**config.mk**
```make
export PLATFORM = sky130hd
export DESIGN_NAME = pamx_top
export DESIGN_NICKNAME = d
export VERILOG_FILES = /design/src/verilog/pamx_pkg.sv /design/src/verilog/pamx_if.sv /design/src/verilog/pamx_level.sv /design/src/verilog/pamx_top.sv
export VERILOG_INCLUDE_DIRS = /design/src /design/src/verilog
export SDC_FILE = /design/constraint.sdc
export NUM_CORES = 1
export LEC_CHECK = 0
export BUFFER_PORTS_ARGS = -buffer_cell sky130_fd_sc_hd__buf_2
export CORE_ASPECT_RATIO = 1.5
export CORE_UTILIZATION = 55
export DETAILED_ROUTE_END_ITERATION = 10
export MAX_ROUTING_LAYER = met4
export PLACE_DENSITY_LB_ADDON = 0.3
export SYNTH_ARGS = -nofsm -noshare
export SYNTH_HDL_FRONTEND = slang
export SYNTH_HIERARCHICAL = 1
export SYNTH_SLANG_ARGS = --single-unit
```
**constraint.sdc**
```tcl
create_clock -name mclk -period 2.3 [get_ports mclk]
set_input_delay 0.23 -clock mclk [delete_from_list [all_inputs] [get_ports mclk]]
set_output_delay 0.23 -clock mclk [all_outputs]
set_load 0.1 [all_outputs]
```
**src/verilog/pamx_defs.svh**
```systemverilog
`ifndef PAMX_DEFS_SVH
`define PAMX_DEFS_SVH

// byte offsets on the register port
`define PAMX_OFS_ALT_EN 8'h00
`define PAMX_OFS_SYNC_SEL 8'h04
`define PAMX_OFS_GPIO_OUT 8'h08
`define PAMX_OFS_GPIO_OE 8'h0C
`define PAMX_OFS_GPIO_IN 8'h10
`define PAMX_OFS_PIN_STATE 8'h14
`define PAMX_OFS_CONN_STATE 8'h18
`define PAMX_OFS_LEVEL_BASE 8'h20
`define PAMX_OFS_LEVEL_LAST 8'h3C

// reset values
`define PAMX_RST_ALT_EN 10'h000
`define PAMX_RST_SYNC_SEL 3'h0
`define PAMX_RST_GPIO_OUT 16'h0000
`define PAMX_RST_GPIO_OE 16'h0000
`define PAMX_RST_LEVEL 8'h00

// enable register fields
`define PAMX_ALT_RXON_BIT 0
`define PAMX_ALT_NRXON_BIT 1
`define PAMX_ALT_LVL_LSB 2
`define PAMX_ALT_WIDTH 10

// pin positions
`define PAMX_PIN_RXON 6
`define PAMX_PIN_NRXON 7
`define PAMX_PIN_LVL_LSB 8
`define PAMX_PIN_COUNT 16

// connection state fields
`define PAMX_CONN_ID_LSB 8
`define PAMX_CONN_ACTIVE_BIT 16

// sizes
`define PAMX_LEVEL_BITS 8
`define PAMX_SYNC_EXTRA 3
`define PAMX_CONN_COUNT 8

`endif

```
**src/verilog/pamx_pkg.sv**
```systemverilog
`include "pamx_defs.svh"

package pamx_pkg;

  typedef enum logic [1:0] {
    pamx_st_idle = 2'b01,
    pamx_st_ack = 2'b10
  } pamx_bus_e;

  typedef logic [`PAMX_LEVEL_BITS-1:0] pamx_level_t;

  function automatic logic [31:0] pamx_be_merge(input logic [31:0] old_val,
                                                input logic [31:0] new_val,
                                                input logic [3:0] be);
    logic [31:0] res;
    res = old_val;
    for (int i = 0; i < 4; i++)
    begin
      if (be[i])
      begin
        res[i*8 +: 8] = new_val[i*8 +: 8];
      end
    end
    return res;
  endfunction : pamx_be_merge

  function automatic logic pamx_is_level(input logic [7:0] addr);
    // unaligned offsets stay unmapped, like every other register
    return (addr >= `PAMX_OFS_LEVEL_BASE) && (addr <= `PAMX_OFS_LEVEL_LAST)
           && (addr[1:0] == 2'b00);
  endfunction : pamx_is_level

endpackage : pamx_pkg

```
**src/verilog/pamx_if.sv**
```systemverilog
`timescale 1ns/1ps

interface pamx_if;
  logic wr_en;
  logic [2:0] wr_idx;
  pamx_pkg::pamx_level_t wr_data;
  logic [2:0] rd_idx;
  pamx_pkg::pamx_level_t rd_data;
  logic conn_active;
  logic [2:0] conn_id;
  pamx_pkg::pamx_level_t level;

  modport ctl (
    output wr_en,
    output wr_idx,
    output wr_data,
    output rd_idx,
    output conn_active,
    output conn_id,
    input rd_data,
    input level
  );

  modport tbl (
    input wr_en,
    input wr_idx,
    input wr_data,
    input rd_idx,
    input conn_active,
    input conn_id,
    output rd_data,
    output level
  );
endinterface : pamx_if

```
**src/verilog/pamx_level.sv**
```systemverilog
`timescale 1ns/1ps
`include "pamx_defs.svh"

module pamx_level (
  input wire logic mclk,
  input wire logic reset,
  pamx_if.tbl bus
);

  pamx_pkg::pamx_level_t table_q [`PAMX_CONN_COUNT];
  pamx_pkg::pamx_level_t next_table [`PAMX_CONN_COUNT];
  pamx_pkg::pamx_level_t level_q;
  pamx_pkg::pamx_level_t next_level;

  always_comb
  begin
    for (int i = 0; i < `PAMX_CONN_COUNT; i++)
    begin
      next_table[i] = table_q[i];
    end
    if (bus.wr_en)
    begin
      next_table[bus.wr_idx] = bus.wr_data;
    end
    // idle radio keeps the amplifier at its lowest setting
    next_level = bus.conn_active ? table_q[bus.conn_id] : `PAMX_RST_LEVEL; // RULE6
  end

  always_ff @(posedge mclk)
  begin
    if (reset)
    begin
      for (int i = 0; i < `PAMX_CONN_COUNT; i++)
      begin
        table_q[i] <= `PAMX_RST_LEVEL;
      end
      level_q <= `PAMX_RST_LEVEL;
    end
    else
    begin
      table_q <= next_table;
      level_q <= next_level;
    end
  end

  assign bus.rd_data = table_q[bus.rd_idx];
  assign bus.level = level_q;

  a_level_pick: assert property (@(posedge mclk) disable iff (reset) // RULE6
    bus.conn_active |=> level_q == $past(table_q[bus.conn_id]))
    else $error("level lines do not follow the active connection");

  a_level_idle: assert property (@(posedge mclk) disable iff (reset) // RULE6
    !bus.conn_active |=> level_q == `PAMX_RST_LEVEL)
    else $error("level lines not cleared without a connection");

endmodule : pamx_level

```
**src/verilog/pamx_top.sv**
```systemverilog
// Summary of operation
// [RULE1] A software register selects the amplifier alternate functions on gpio6 to gpio15.
// [RULE2] Each enable bit moves one amplifier signal onto its own pin, independent of the rest.
// [RULE3] When enabled gpio6 copies the receive-on output and gpio7 carries its inverse.
// [RULE4] When enabled gpio8 to gpio15 carry amplifier level lines zero to seven in order.
// [RULE5] Pins gpio8 to gpio10 may instead carry the three extra voice frame syncs.
// [RULE6] The level lines follow the power level programmed for the active connection.
// [RULE7] The three extra frame syncs supplement the single dedicated frame sync pin.
// [RULE8] A clear enable bit leaves the pin as ordinary gpio, and reset clears all enables.
`timescale 1ns/1ps
`include "pamx_defs.svh"

module pamx_top (
  input wire logic mclk,
  input wire logic reset,
  input wire logic [7:0] avs_address,
  input wire logic avs_read,
  input wire logic avs_write,
  input wire logic [31:0] avs_writedata,
  input wire logic [3:0] avs_byteenable,
  output logic [31:0] avs_readdata,
  output logic avs_waitrequest,
  input wire logic rx_on,
  input wire logic frame_sync,
  input wire logic [`PAMX_SYNC_EXTRA-1:0] frame_sync_extra,
  input wire logic conn_active,
  input wire logic [2:0] conn_id,
  input wire logic [`PAMX_PIN_COUNT-1:0] gpio_in,
  output logic [`PAMX_PIN_COUNT-1:0] gpio_out,
  output logic [`PAMX_PIN_COUNT-1:0] gpio_oe,
  output logic frame_sync_pin
);

  pamx_if lvl_if ();

  pamx_pkg::pamx_bus_e state;
  pamx_pkg::pamx_bus_e next_state;
  logic [31:0] readdata_q;
  logic [31:0] next_readdata;

  logic [`PAMX_ALT_WIDTH-1:0] alt_en;
  logic [`PAMX_ALT_WIDTH-1:0] next_alt_en;
  logic [`PAMX_SYNC_EXTRA-1:0] sync_sel;
  logic [`PAMX_SYNC_EXTRA-1:0] next_sync_sel;
  logic [`PAMX_PIN_COUNT-1:0] out_reg;
  logic [`PAMX_PIN_COUNT-1:0] next_out_reg;
  logic [`PAMX_PIN_COUNT-1:0] oe_reg;
  logic [`PAMX_PIN_COUNT-1:0] next_oe_reg;

  logic [`PAMX_PIN_COUNT-1:0] gpio_meta;
  logic [`PAMX_PIN_COUNT-1:0] gpio_sync;
  logic [`PAMX_PIN_COUNT-1:0] pin_out_q;
  logic [`PAMX_PIN_COUNT-1:0] pin_oe_q;
  logic [`PAMX_PIN_COUNT-1:0] next_pin_out;
  logic [`PAMX_PIN_COUNT-1:0] next_pin_oe;
  logic [`PAMX_PIN_COUNT-1:0] alt_val;
  logic sync_pin_q;

  logic wr_take;
  logic [31:0] merged;

  pamx_level u_level (
    .mclk(mclk),
    .reset(reset),
    .bus(lvl_if.tbl)
  );

  // bus slave: one wait cycle, then a single acknowledge cycle
  always_comb
  begin
    next_state = state;
    next_readdata = readdata_q;
    case (state)
      pamx_pkg::pamx_st_idle:
      begin
        if (avs_read || avs_write)
        begin
          next_state = pamx_pkg::pamx_st_ack;
        end
        if (avs_read)
        begin
          next_readdata = 32'h0000_0000;
          if (pamx_pkg::pamx_is_level(avs_address))
          begin
            next_readdata[`PAMX_LEVEL_BITS-1:0] = lvl_if.rd_data;
          end
          else
          begin
            case (avs_address)
              `PAMX_OFS_ALT_EN: next_readdata[`PAMX_ALT_WIDTH-1:0] = alt_en;
              `PAMX_OFS_SYNC_SEL: next_readdata[`PAMX_SYNC_EXTRA-1:0] = sync_sel;
              `PAMX_OFS_GPIO_OUT: next_readdata[`PAMX_PIN_COUNT-1:0] = out_reg;
              `PAMX_OFS_GPIO_OE: next_readdata[`PAMX_PIN_COUNT-1:0] = oe_reg;
              `PAMX_OFS_GPIO_IN: next_readdata[`PAMX_PIN_COUNT-1:0] = gpio_sync;
              `PAMX_OFS_PIN_STATE: next_readdata[`PAMX_PIN_COUNT-1:0] = pin_out_q;
              `PAMX_OFS_CONN_STATE:
              begin
                next_readdata[`PAMX_LEVEL_BITS-1:0] = lvl_if.level;
                next_readdata[`PAMX_CONN_ID_LSB +: 3] = conn_id;
                next_readdata[`PAMX_CONN_ACTIVE_BIT] = conn_active;
              end
              default: next_readdata = 32'h0000_0000;
            endcase
          end
        end
      end
      pamx_pkg::pamx_st_ack:
      begin
        next_state = pamx_pkg::pamx_st_idle;
      end
      default:
      begin
        next_state = pamx_pkg::pamx_st_idle;
      end
    endcase
  end

  always_ff @(posedge mclk)
  begin
    if (reset)
    begin
      state <= pamx_pkg::pamx_st_idle;
      readdata_q <= 32'h0000_0000;
    end
    else
    begin
      state <= next_state;
      readdata_q <= next_readdata;
    end
  end

  assign avs_waitrequest = (state != pamx_pkg::pamx_st_ack);
  assign avs_readdata = readdata_q;
  assign wr_take = (state == pamx_pkg::pamx_st_ack) && avs_write;

  // software registers, written at the acknowledge edge only
  always_comb
  begin
    next_alt_en = alt_en;
    next_sync_sel = sync_sel;
    next_out_reg = out_reg;
    next_oe_reg = oe_reg;
    merged = 32'h0000_0000;
    if (wr_take)
    begin
      case (avs_address)
        `PAMX_OFS_ALT_EN:
        begin
          merged = pamx_pkg::pamx_be_merge({22'h00_0000, alt_en}, avs_writedata,
                                           avs_byteenable);
          next_alt_en = merged[`PAMX_ALT_WIDTH-1:0]; // RULE1
        end
        `PAMX_OFS_SYNC_SEL:
        begin
          merged = pamx_pkg::pamx_be_merge({29'h0000_0000, sync_sel}, avs_writedata,
                                           avs_byteenable);
          next_sync_sel = merged[`PAMX_SYNC_EXTRA-1:0]; // RULE5
        end
        `PAMX_OFS_GPIO_OUT:
        begin
          merged = pamx_pkg::pamx_be_merge({16'h0000, out_reg}, avs_writedata,
                                           avs_byteenable);
          next_out_reg = merged[`PAMX_PIN_COUNT-1:0];
        end
        `PAMX_OFS_GPIO_OE:
        begin
          merged = pamx_pkg::pamx_be_merge({16'h0000, oe_reg}, avs_writedata,
                                           avs_byteenable);
          next_oe_reg = merged[`PAMX_PIN_COUNT-1:0];
        end
        default: merged = 32'h0000_0000;
      endcase
    end
  end

  always_ff @(posedge mclk)
  begin
    if (reset)
    begin
      alt_en <= `PAMX_RST_ALT_EN; // RULE8
      sync_sel <= `PAMX_RST_SYNC_SEL;
      out_reg <= `PAMX_RST_GPIO_OUT;
      oe_reg <= `PAMX_RST_GPIO_OE;
    end
    else
    begin
      alt_en <= next_alt_en;
      sync_sel <= next_sync_sel;
      out_reg <= next_out_reg;
      oe_reg <= next_oe_reg;
    end
  end

  // level table access, low byte lane only
  assign lvl_if.wr_en = wr_take && pamx_pkg::pamx_is_level(avs_address) && avs_byteenable[0];
  assign lvl_if.wr_idx = avs_address[4:2];
  assign lvl_if.wr_data = avs_writedata[`PAMX_LEVEL_BITS-1:0];
  assign lvl_if.rd_idx = avs_address[4:2];
  assign lvl_if.conn_active = conn_active;
  assign lvl_if.conn_id = conn_id;

  // alternate values; the lower pins have no amplifier function here
  always_comb
  begin
    alt_val = out_reg;
    alt_val[`PAMX_PIN_RXON] = rx_on; // RULE3
    alt_val[`PAMX_PIN_NRXON] = ~rx_on; // RULE3
    for (int k = 0; k < `PAMX_LEVEL_BITS; k++)
    begin
      alt_val[`PAMX_PIN_LVL_LSB + k] = lvl_if.level[k]; // RULE4
    end
    for (int k = 0; k < `PAMX_SYNC_EXTRA; k++)
    begin
      if (sync_sel[k])
      begin
        alt_val[`PAMX_PIN_LVL_LSB + k] = frame_sync_extra[k]; // RULE5
      end
    end
  end

  // pin mux, one enable bit per pin for gpio6 to gpio15
  always_comb
  begin
    next_pin_out = out_reg; // RULE8
    next_pin_oe = oe_reg;
    for (int i = 0; i < `PAMX_ALT_WIDTH; i++)
    begin
      if (alt_en[i])
      begin
        next_pin_out[`PAMX_PIN_RXON + i] = alt_val[`PAMX_PIN_RXON + i]; // RULE2
        next_pin_oe[`PAMX_PIN_RXON + i] = 1'b1;
      end
    end
  end

  // dedicated sync goes through one flop too, so all four syncs stay aligned
  always_ff @(posedge mclk)
  begin
    if (reset)
    begin
      pin_out_q <= `PAMX_RST_GPIO_OUT;
      pin_oe_q <= `PAMX_RST_GPIO_OE;
      sync_pin_q <= 1'b0;
      gpio_meta <= 16'h0000;
      gpio_sync <= 16'h0000;
    end
    else
    begin
      pin_out_q <= next_pin_out;
      pin_oe_q <= next_pin_oe;
      sync_pin_q <= frame_sync; // RULE7
      gpio_meta <= gpio_in;
      gpio_sync <= gpio_meta;
    end
  end

  assign gpio_out = pin_out_q;
  assign gpio_oe = pin_oe_q;
  assign frame_sync_pin = sync_pin_q;

  a_alt_write: assert property (@(posedge mclk) disable iff (reset) // RULE1
    (wr_take && avs_address == `PAMX_OFS_ALT_EN && avs_byteenable[1:0] == 2'b11)
    |=> alt_en == $past(avs_writedata[`PAMX_ALT_WIDTH-1:0]))
    else $error("enable register did not take the written value");

  a_alt_hold: assert property (@(posedge mclk) disable iff (reset) // RULE1
    !(wr_take && avs_address == `PAMX_OFS_ALT_EN) |=> $stable(alt_en))
    else $error("enable register changed without a write");

  a_bit_indep: assert property (@(posedge mclk) disable iff (reset) // RULE2
    (alt_en[3] && !alt_en[2] && !sync_sel[1])
    |=> gpio_out[9] == $past(lvl_if.level[1]) && gpio_out[8] == $past(out_reg[8]))
    else $error("enable bits are not independent");

  a_rxon_copy: assert property (@(posedge mclk) disable iff (reset) // RULE3
    alt_en[`PAMX_ALT_RXON_BIT] |=> gpio_out[6] == $past(rx_on) && gpio_oe[6])
    else $error("gpio6 does not copy receive-on");

  a_nrxon_inv: assert property (@(posedge mclk) disable iff (reset) // RULE3
    alt_en[`PAMX_ALT_NRXON_BIT] |=> gpio_out[7] == !$past(rx_on) && gpio_oe[7])
    else $error("gpio7 is not the inverse of receive-on");

  a_level_top: assert property (@(posedge mclk) disable iff (reset) // RULE4
    alt_en[9] |=> gpio_out[15] == $past(lvl_if.level[7]) && gpio_oe[15])
    else $error("level line seven not on gpio15");

  a_level_low: assert property (@(posedge mclk) disable iff (reset) // RULE4
    (alt_en[2] && !sync_sel[0]) |=> gpio_out[8] == $past(lvl_if.level[0]))
    else $error("level line zero not on gpio8");

  a_sync_share: assert property (@(posedge mclk) disable iff (reset) // RULE5
    (alt_en[4] && sync_sel[2]) |=> gpio_out[10] == $past(frame_sync_extra[2]))
    else $error("third extra sync not on gpio10");

  a_sync_align: assert property (@(posedge mclk) disable iff (reset) // RULE7
    (alt_en[2] && sync_sel[0] && frame_sync == frame_sync_extra[0])
    |=> frame_sync_pin == gpio_out[8])
    else $error("extra sync not aligned with dedicated sync");

  a_gpio_plain: assert property (@(posedge mclk) disable iff (reset) // RULE8
    !alt_en[5] |=> gpio_out[11] == $past(out_reg[11]) && gpio_oe[11] == $past(oe_reg[11]))
    else $error("disabled pin lost its ordinary function");

  a_reset_clear: assert property (@(posedge mclk) // RULE8
    reset |=> alt_en == `PAMX_RST_ALT_EN && gpio_oe == `PAMX_RST_GPIO_OE)
    else $error("reset did not clear the enables");

  a_bus_answer: assert property (@(posedge mclk) disable iff (reset)
    (avs_read || avs_write) && avs_waitrequest |=> !avs_waitrequest)
    else $error("bus request not answered in one cycle");

endmodule : pamx_top
```
==> impl_metrics.prom <==
# TYPE chip_impl_metric gauge
chip_impl_metric{name="fin_setup_tns",unit="ns"} 0
chip_impl_metric{name="post-route-util",unit="%"} 66.0
chip_impl_metric{name="max_cap_violations",unit=""} 0
chip_impl_metric{name="grt_pass1_vias",unit=""} 7540
chip_impl_metric{name="routabilityCongestion",unit=""} 0.947
chip_impl_metric{name="core",unit="mm2"} 0.0161
chip_impl_metric{name="first_pass_grt_wire_length",unit="mm"} 40.3
chip_impl_info{name="clockRootBuffer",value="clkbuf_16"} 1
chip_impl_metric{name="route.vias.total",unit=""} 7632
chip_impl_metric{name="final.min_clock_period",unit="ns"} 2.05
chip_impl_metric{name="overflow",unit=""} 0
chip_impl_metric{name="cts_num_sinks",unit=""} 201
chip_impl_metric{name="stdcell_count",unit=""} 1288
chip_impl_metric{name="viasPerCell",unit=""} 5.93
chip_impl_metric{name="synth.avg_cell_area",unit="um2"} 9.43
chip_impl_metric{name="vdd.ir_drop.worst",unit="V"} 0.000618
chip_impl_metric{name="die-height",unit="um"} 159
chip_impl_metric{name="floorplan.rows",unit=""} 57
chip_impl_metric{name="critical_path.max_stage_delay",unit="ns"} 0.65
chip_impl_metric{name="power_dens_cells",unit="mW/mm2"} 716
chip_impl_metric{name="critical_path_peak_fanout",unit=""} 13
chip_impl_metric{name="total_power",unit="W"} 0.00763
chip_impl_info{name="layout_commonest_cell",value="dfxtp_1"} 1
chip_impl_metric{name="cts_htree_levels",unit=""} 1
chip_impl_metric{name="place_area",unit="mm2"} 0.00974
chip_impl_info{name="critPathSlowestCell",value="or4b_1"} 1
chip_impl_metric{name="leakage",unit="nW"} 4.22
chip_impl_metric{name="postSynthRegisterBits",unit=""} 201
chip_impl_info{name="clock_tree_from_tritoncts",value="built"} 1
chip_impl_metric{name="largest_reg_flops",unit=""} 64
chip_impl_metric{name="groute.usage.overall",unit="%"} 31.7
chip_impl_info{name="critical_path.endpoint_type",value="register"} 1
chip_impl_metric{name="worst-endpoint-required",unit="ns"} 2.67
chip_impl_metric{name="reg_clk_slew_reported_paths",unit="ns"} 0.07
chip_impl_metric{name="placement.io_buffers",unit=""} 105
chip_impl_metric{name="drt_first_pass_iters",unit=""} 5
chip_impl_metric{name="final-max-slew-violation-count",unit=""} 0
chip_impl_metric{name="count_of_distinct_cell_types_in_the_synthesized_netlist",unit=""} 68
chip_impl_info{name="setup.worst_path.class",value="register to register"} 1
chip_impl_metric{name="drc_errors",unit=""} 0
chip_impl_metric{name="number_of_antenna_repair_diodes",unit=""} 0
chip_impl_metric{name="flow.area_growth_from_synthesis",unit="%"} 17.6
chip_impl_info{name="regMostFlops",value="u_level/table_q"} 1
chip_impl_info{name="cell_breakdown_of_the_critical_path",value="and4b_1 -> and3_2 -> or4b_1 -> nand2_1 -> a21oi_1"} 1
chip_impl_info{name="grt_setup_unrepaired",value="no"} 1
chip_impl_metric{name="setup_viol",unit=""} 0
chip_impl_metric{name="max_freq",unit="GHz"} 0.488
chip_impl_metric{name="arrival",unit="ns"} 2.42
chip_impl_metric{name="maximum_number_of_pins_on_one_net_before_global_route_repair",unit=""} 65
chip_impl_metric{name="fp.dieW",unit="um"} 107
chip_impl_metric{name="post-route-period-util",unit="%"} 89.0
chip_impl_metric{name="fin_area",unit="mm2"} 0.0106
chip_impl_metric{name="postSynthCellCount",unit=""} 960
chip_impl_metric{name="layout.nets",unit=""} 1142
chip_impl_info{name="start_kind",value="register"} 1
chip_impl_metric{name="wl_per_cell",unit="um"} 20.1
chip_impl_metric{name="route.final.wire_length",unit="mm"} 25.9
chip_impl_info{name="synthFlopType",value="dfxtp_1"} 1
chip_impl_metric{name="worst_pin_slew",unit="ns"} 0.814
chip_impl_metric{name="cts.path.max_buffers",unit=""} 3
chip_impl_metric{name="synth_async_sr_flop_share",unit="%"} 0
chip_impl_metric{name="yosys_warnings",unit=""} 6
chip_impl_metric{name="drtIter0Drc",unit=""} 451
chip_impl_metric{name="start_util",unit="%"} 56.2
chip_impl_metric{name="final-hold-violation-count",unit=""} 0
chip_impl_info{name="status",value="completed"} 1
chip_impl_metric{name="dp.final_hpwl",unit="mm"} 18.8
chip_impl_metric{name="post_route_cells_drive_above_1_share",unit="%"} 19.1
chip_impl_info{name="mostFrequentLayoutCells",value="201 x dfxtp_1, 123 x nand2_1, 104 x buf_2, 95 x mux2i_1, 81 x a21oi_1"} 1
chip_impl_metric{name="max-slew-margin-rel",unit="%"} 45.6
chip_impl_metric{name="drtAntennaViolNets",unit=""} 0
chip_impl_metric{name="synth-seq-area-share",unit="%"} 44.4
chip_impl_metric{name="placed_cells_incl_taps",unit=""} 1231
chip_impl_metric{name="synth_area",unit="mm2"} 0.00905
chip_impl_metric{name="number_of_flops_mapped_to_enable_cells_by_yosys",unit=""} 0
chip_impl_metric{name="worst_clock_skew",unit="ns"} 0.0118
chip_impl_metric{name="numCtsBuffers",unit=""} 19
chip_impl_metric{name="floorplan.die_area",unit="mm2"} 0.0170
chip_impl_metric{name="antenna_violations_before_repair",unit=""} 0
chip_impl_info{name="hp-class",value="input port to register"} 1
chip_impl_metric{name="insertion_delay",unit="ns"} 0.50
chip_impl_metric{name="ios",unit=""} 139
## metal layers
layer	up-vias	wire [um]	global-route usage, %
met2	291	13600	55.8
met5	-	0	-
met1	3616	9140	32.0
met3	114	1220	4.13
li1	3611	-	-
met4	0	1930	21.4
## layout make-up
class	instances	area, um2
clock buffer	23	510
clock inverter	11	166
fill	1300	5470
inverter	4	15.0
multi-input combinational	676	4580
sequential	201	4020
tap	206	258
timing repair buffer	167	1090
## logic make-up (layout without fill, tap and decap cells)
family	count (synthesis)	count (layout)	share of synthesized area, %
other	1	15	0.0414
flip-flops	201	201	44.4
multiplexers	123	123	16.6
AND/OR/NAND/NOR	372	372	21.3
buffers and inverters	97	205	5.68
AO/OA/AOI/OAI	166	166	11.9
## through the flow
stage | setup slack (ns) | hold WS [ns]
3_3_place_gp | 0.157 | 0.418
4_1_cts | 0.142 | 0.000963
3_5_place_dp | 0.125 | 0.422
2_1_floorplan | 0.191 | 0.330
6_report | 0.252 | 0.00982
5_1_grt | 0.0824 | 0.0299
## final timing paths
kind	slack, ns	depth (start not counted)	end	startpoint
min	0.01	3	out_reg[8]$_SDFFE_PP0P_	avs_writedata[8]
max	0.25	5	u_level/table_q[56]$_SDFFE_PP0P_	state[0]$_SDFFE_PP1P_
min reg2reg	0.43	1	gpio_sync[2]$_SDFF_PP0_	gpio_meta[2]$_SDFF_PP0_
max reg2reg	0.25	5	u_level/table_q[56]$_SDFFE_PP0P_	state[0]$_SDFFE_PP1P_
## cells in the mapped netlist (4+ instances only)
cell type	count	area [um2]
a2111oi_0	7	61.3
nor2b_1	52	325
buf_2	17	85.1
nor2_1	76	285
a211oi_1	5	37.5
nor3_1	10	50.1
mux2_4	4	60.1
a32oi_1	6	52.6
buf_1	8	30.0
dfxtp_1	201	4020
and4b_1	5	50.1
o22ai_1	6	37.5
mux4_1	12	315
a22o_1	22	193
nand3b_1	15	113
nand2b_1	6	37.5
o2bb2ai_1	4	35.0
mux2i_1	95	951
mux4_2	4	90.1
o21ai_0	12	60.1
and3_1	5	31.3
nand4_1	4	25.0
mux2_2	8	90.1
clkbuf_1	40	150
buf_4	24	180
nand2_1	123	462
a21oi_1	81	405
nand3_1	45	225
inv_1	4	15.0
## power breakdown
group / switching [W] / internal (W) / total (W)
Sequential: 0.0000237 / 0.00352 / 0.00354
Clock: 0.00137 / 0.00204 / 0.00341
Combinational: 0.000464 / 0.000210 / 0.000674
Total: 0.00185 / 0.00577 / 0.00763
## worst max-delay path: cells and delay by family (launching register included)
family,cells,cell delay [ns]
flip-flops,1,0.36
AND/OR/NAND/NOR,4,1.49
AO/OA/AOI/OAI,1,0.07
## what timing repair did
item | CTS | global route
endpoints found under the hold margin | 24 | 0
gates resized for setup | 0 | 1
endpoints found under the setup margin | 0 | 9
hold buffers | 23 | 0
setup buffers | 0 | 0
No activity file was read; power rests on OpenSTA's default activity.
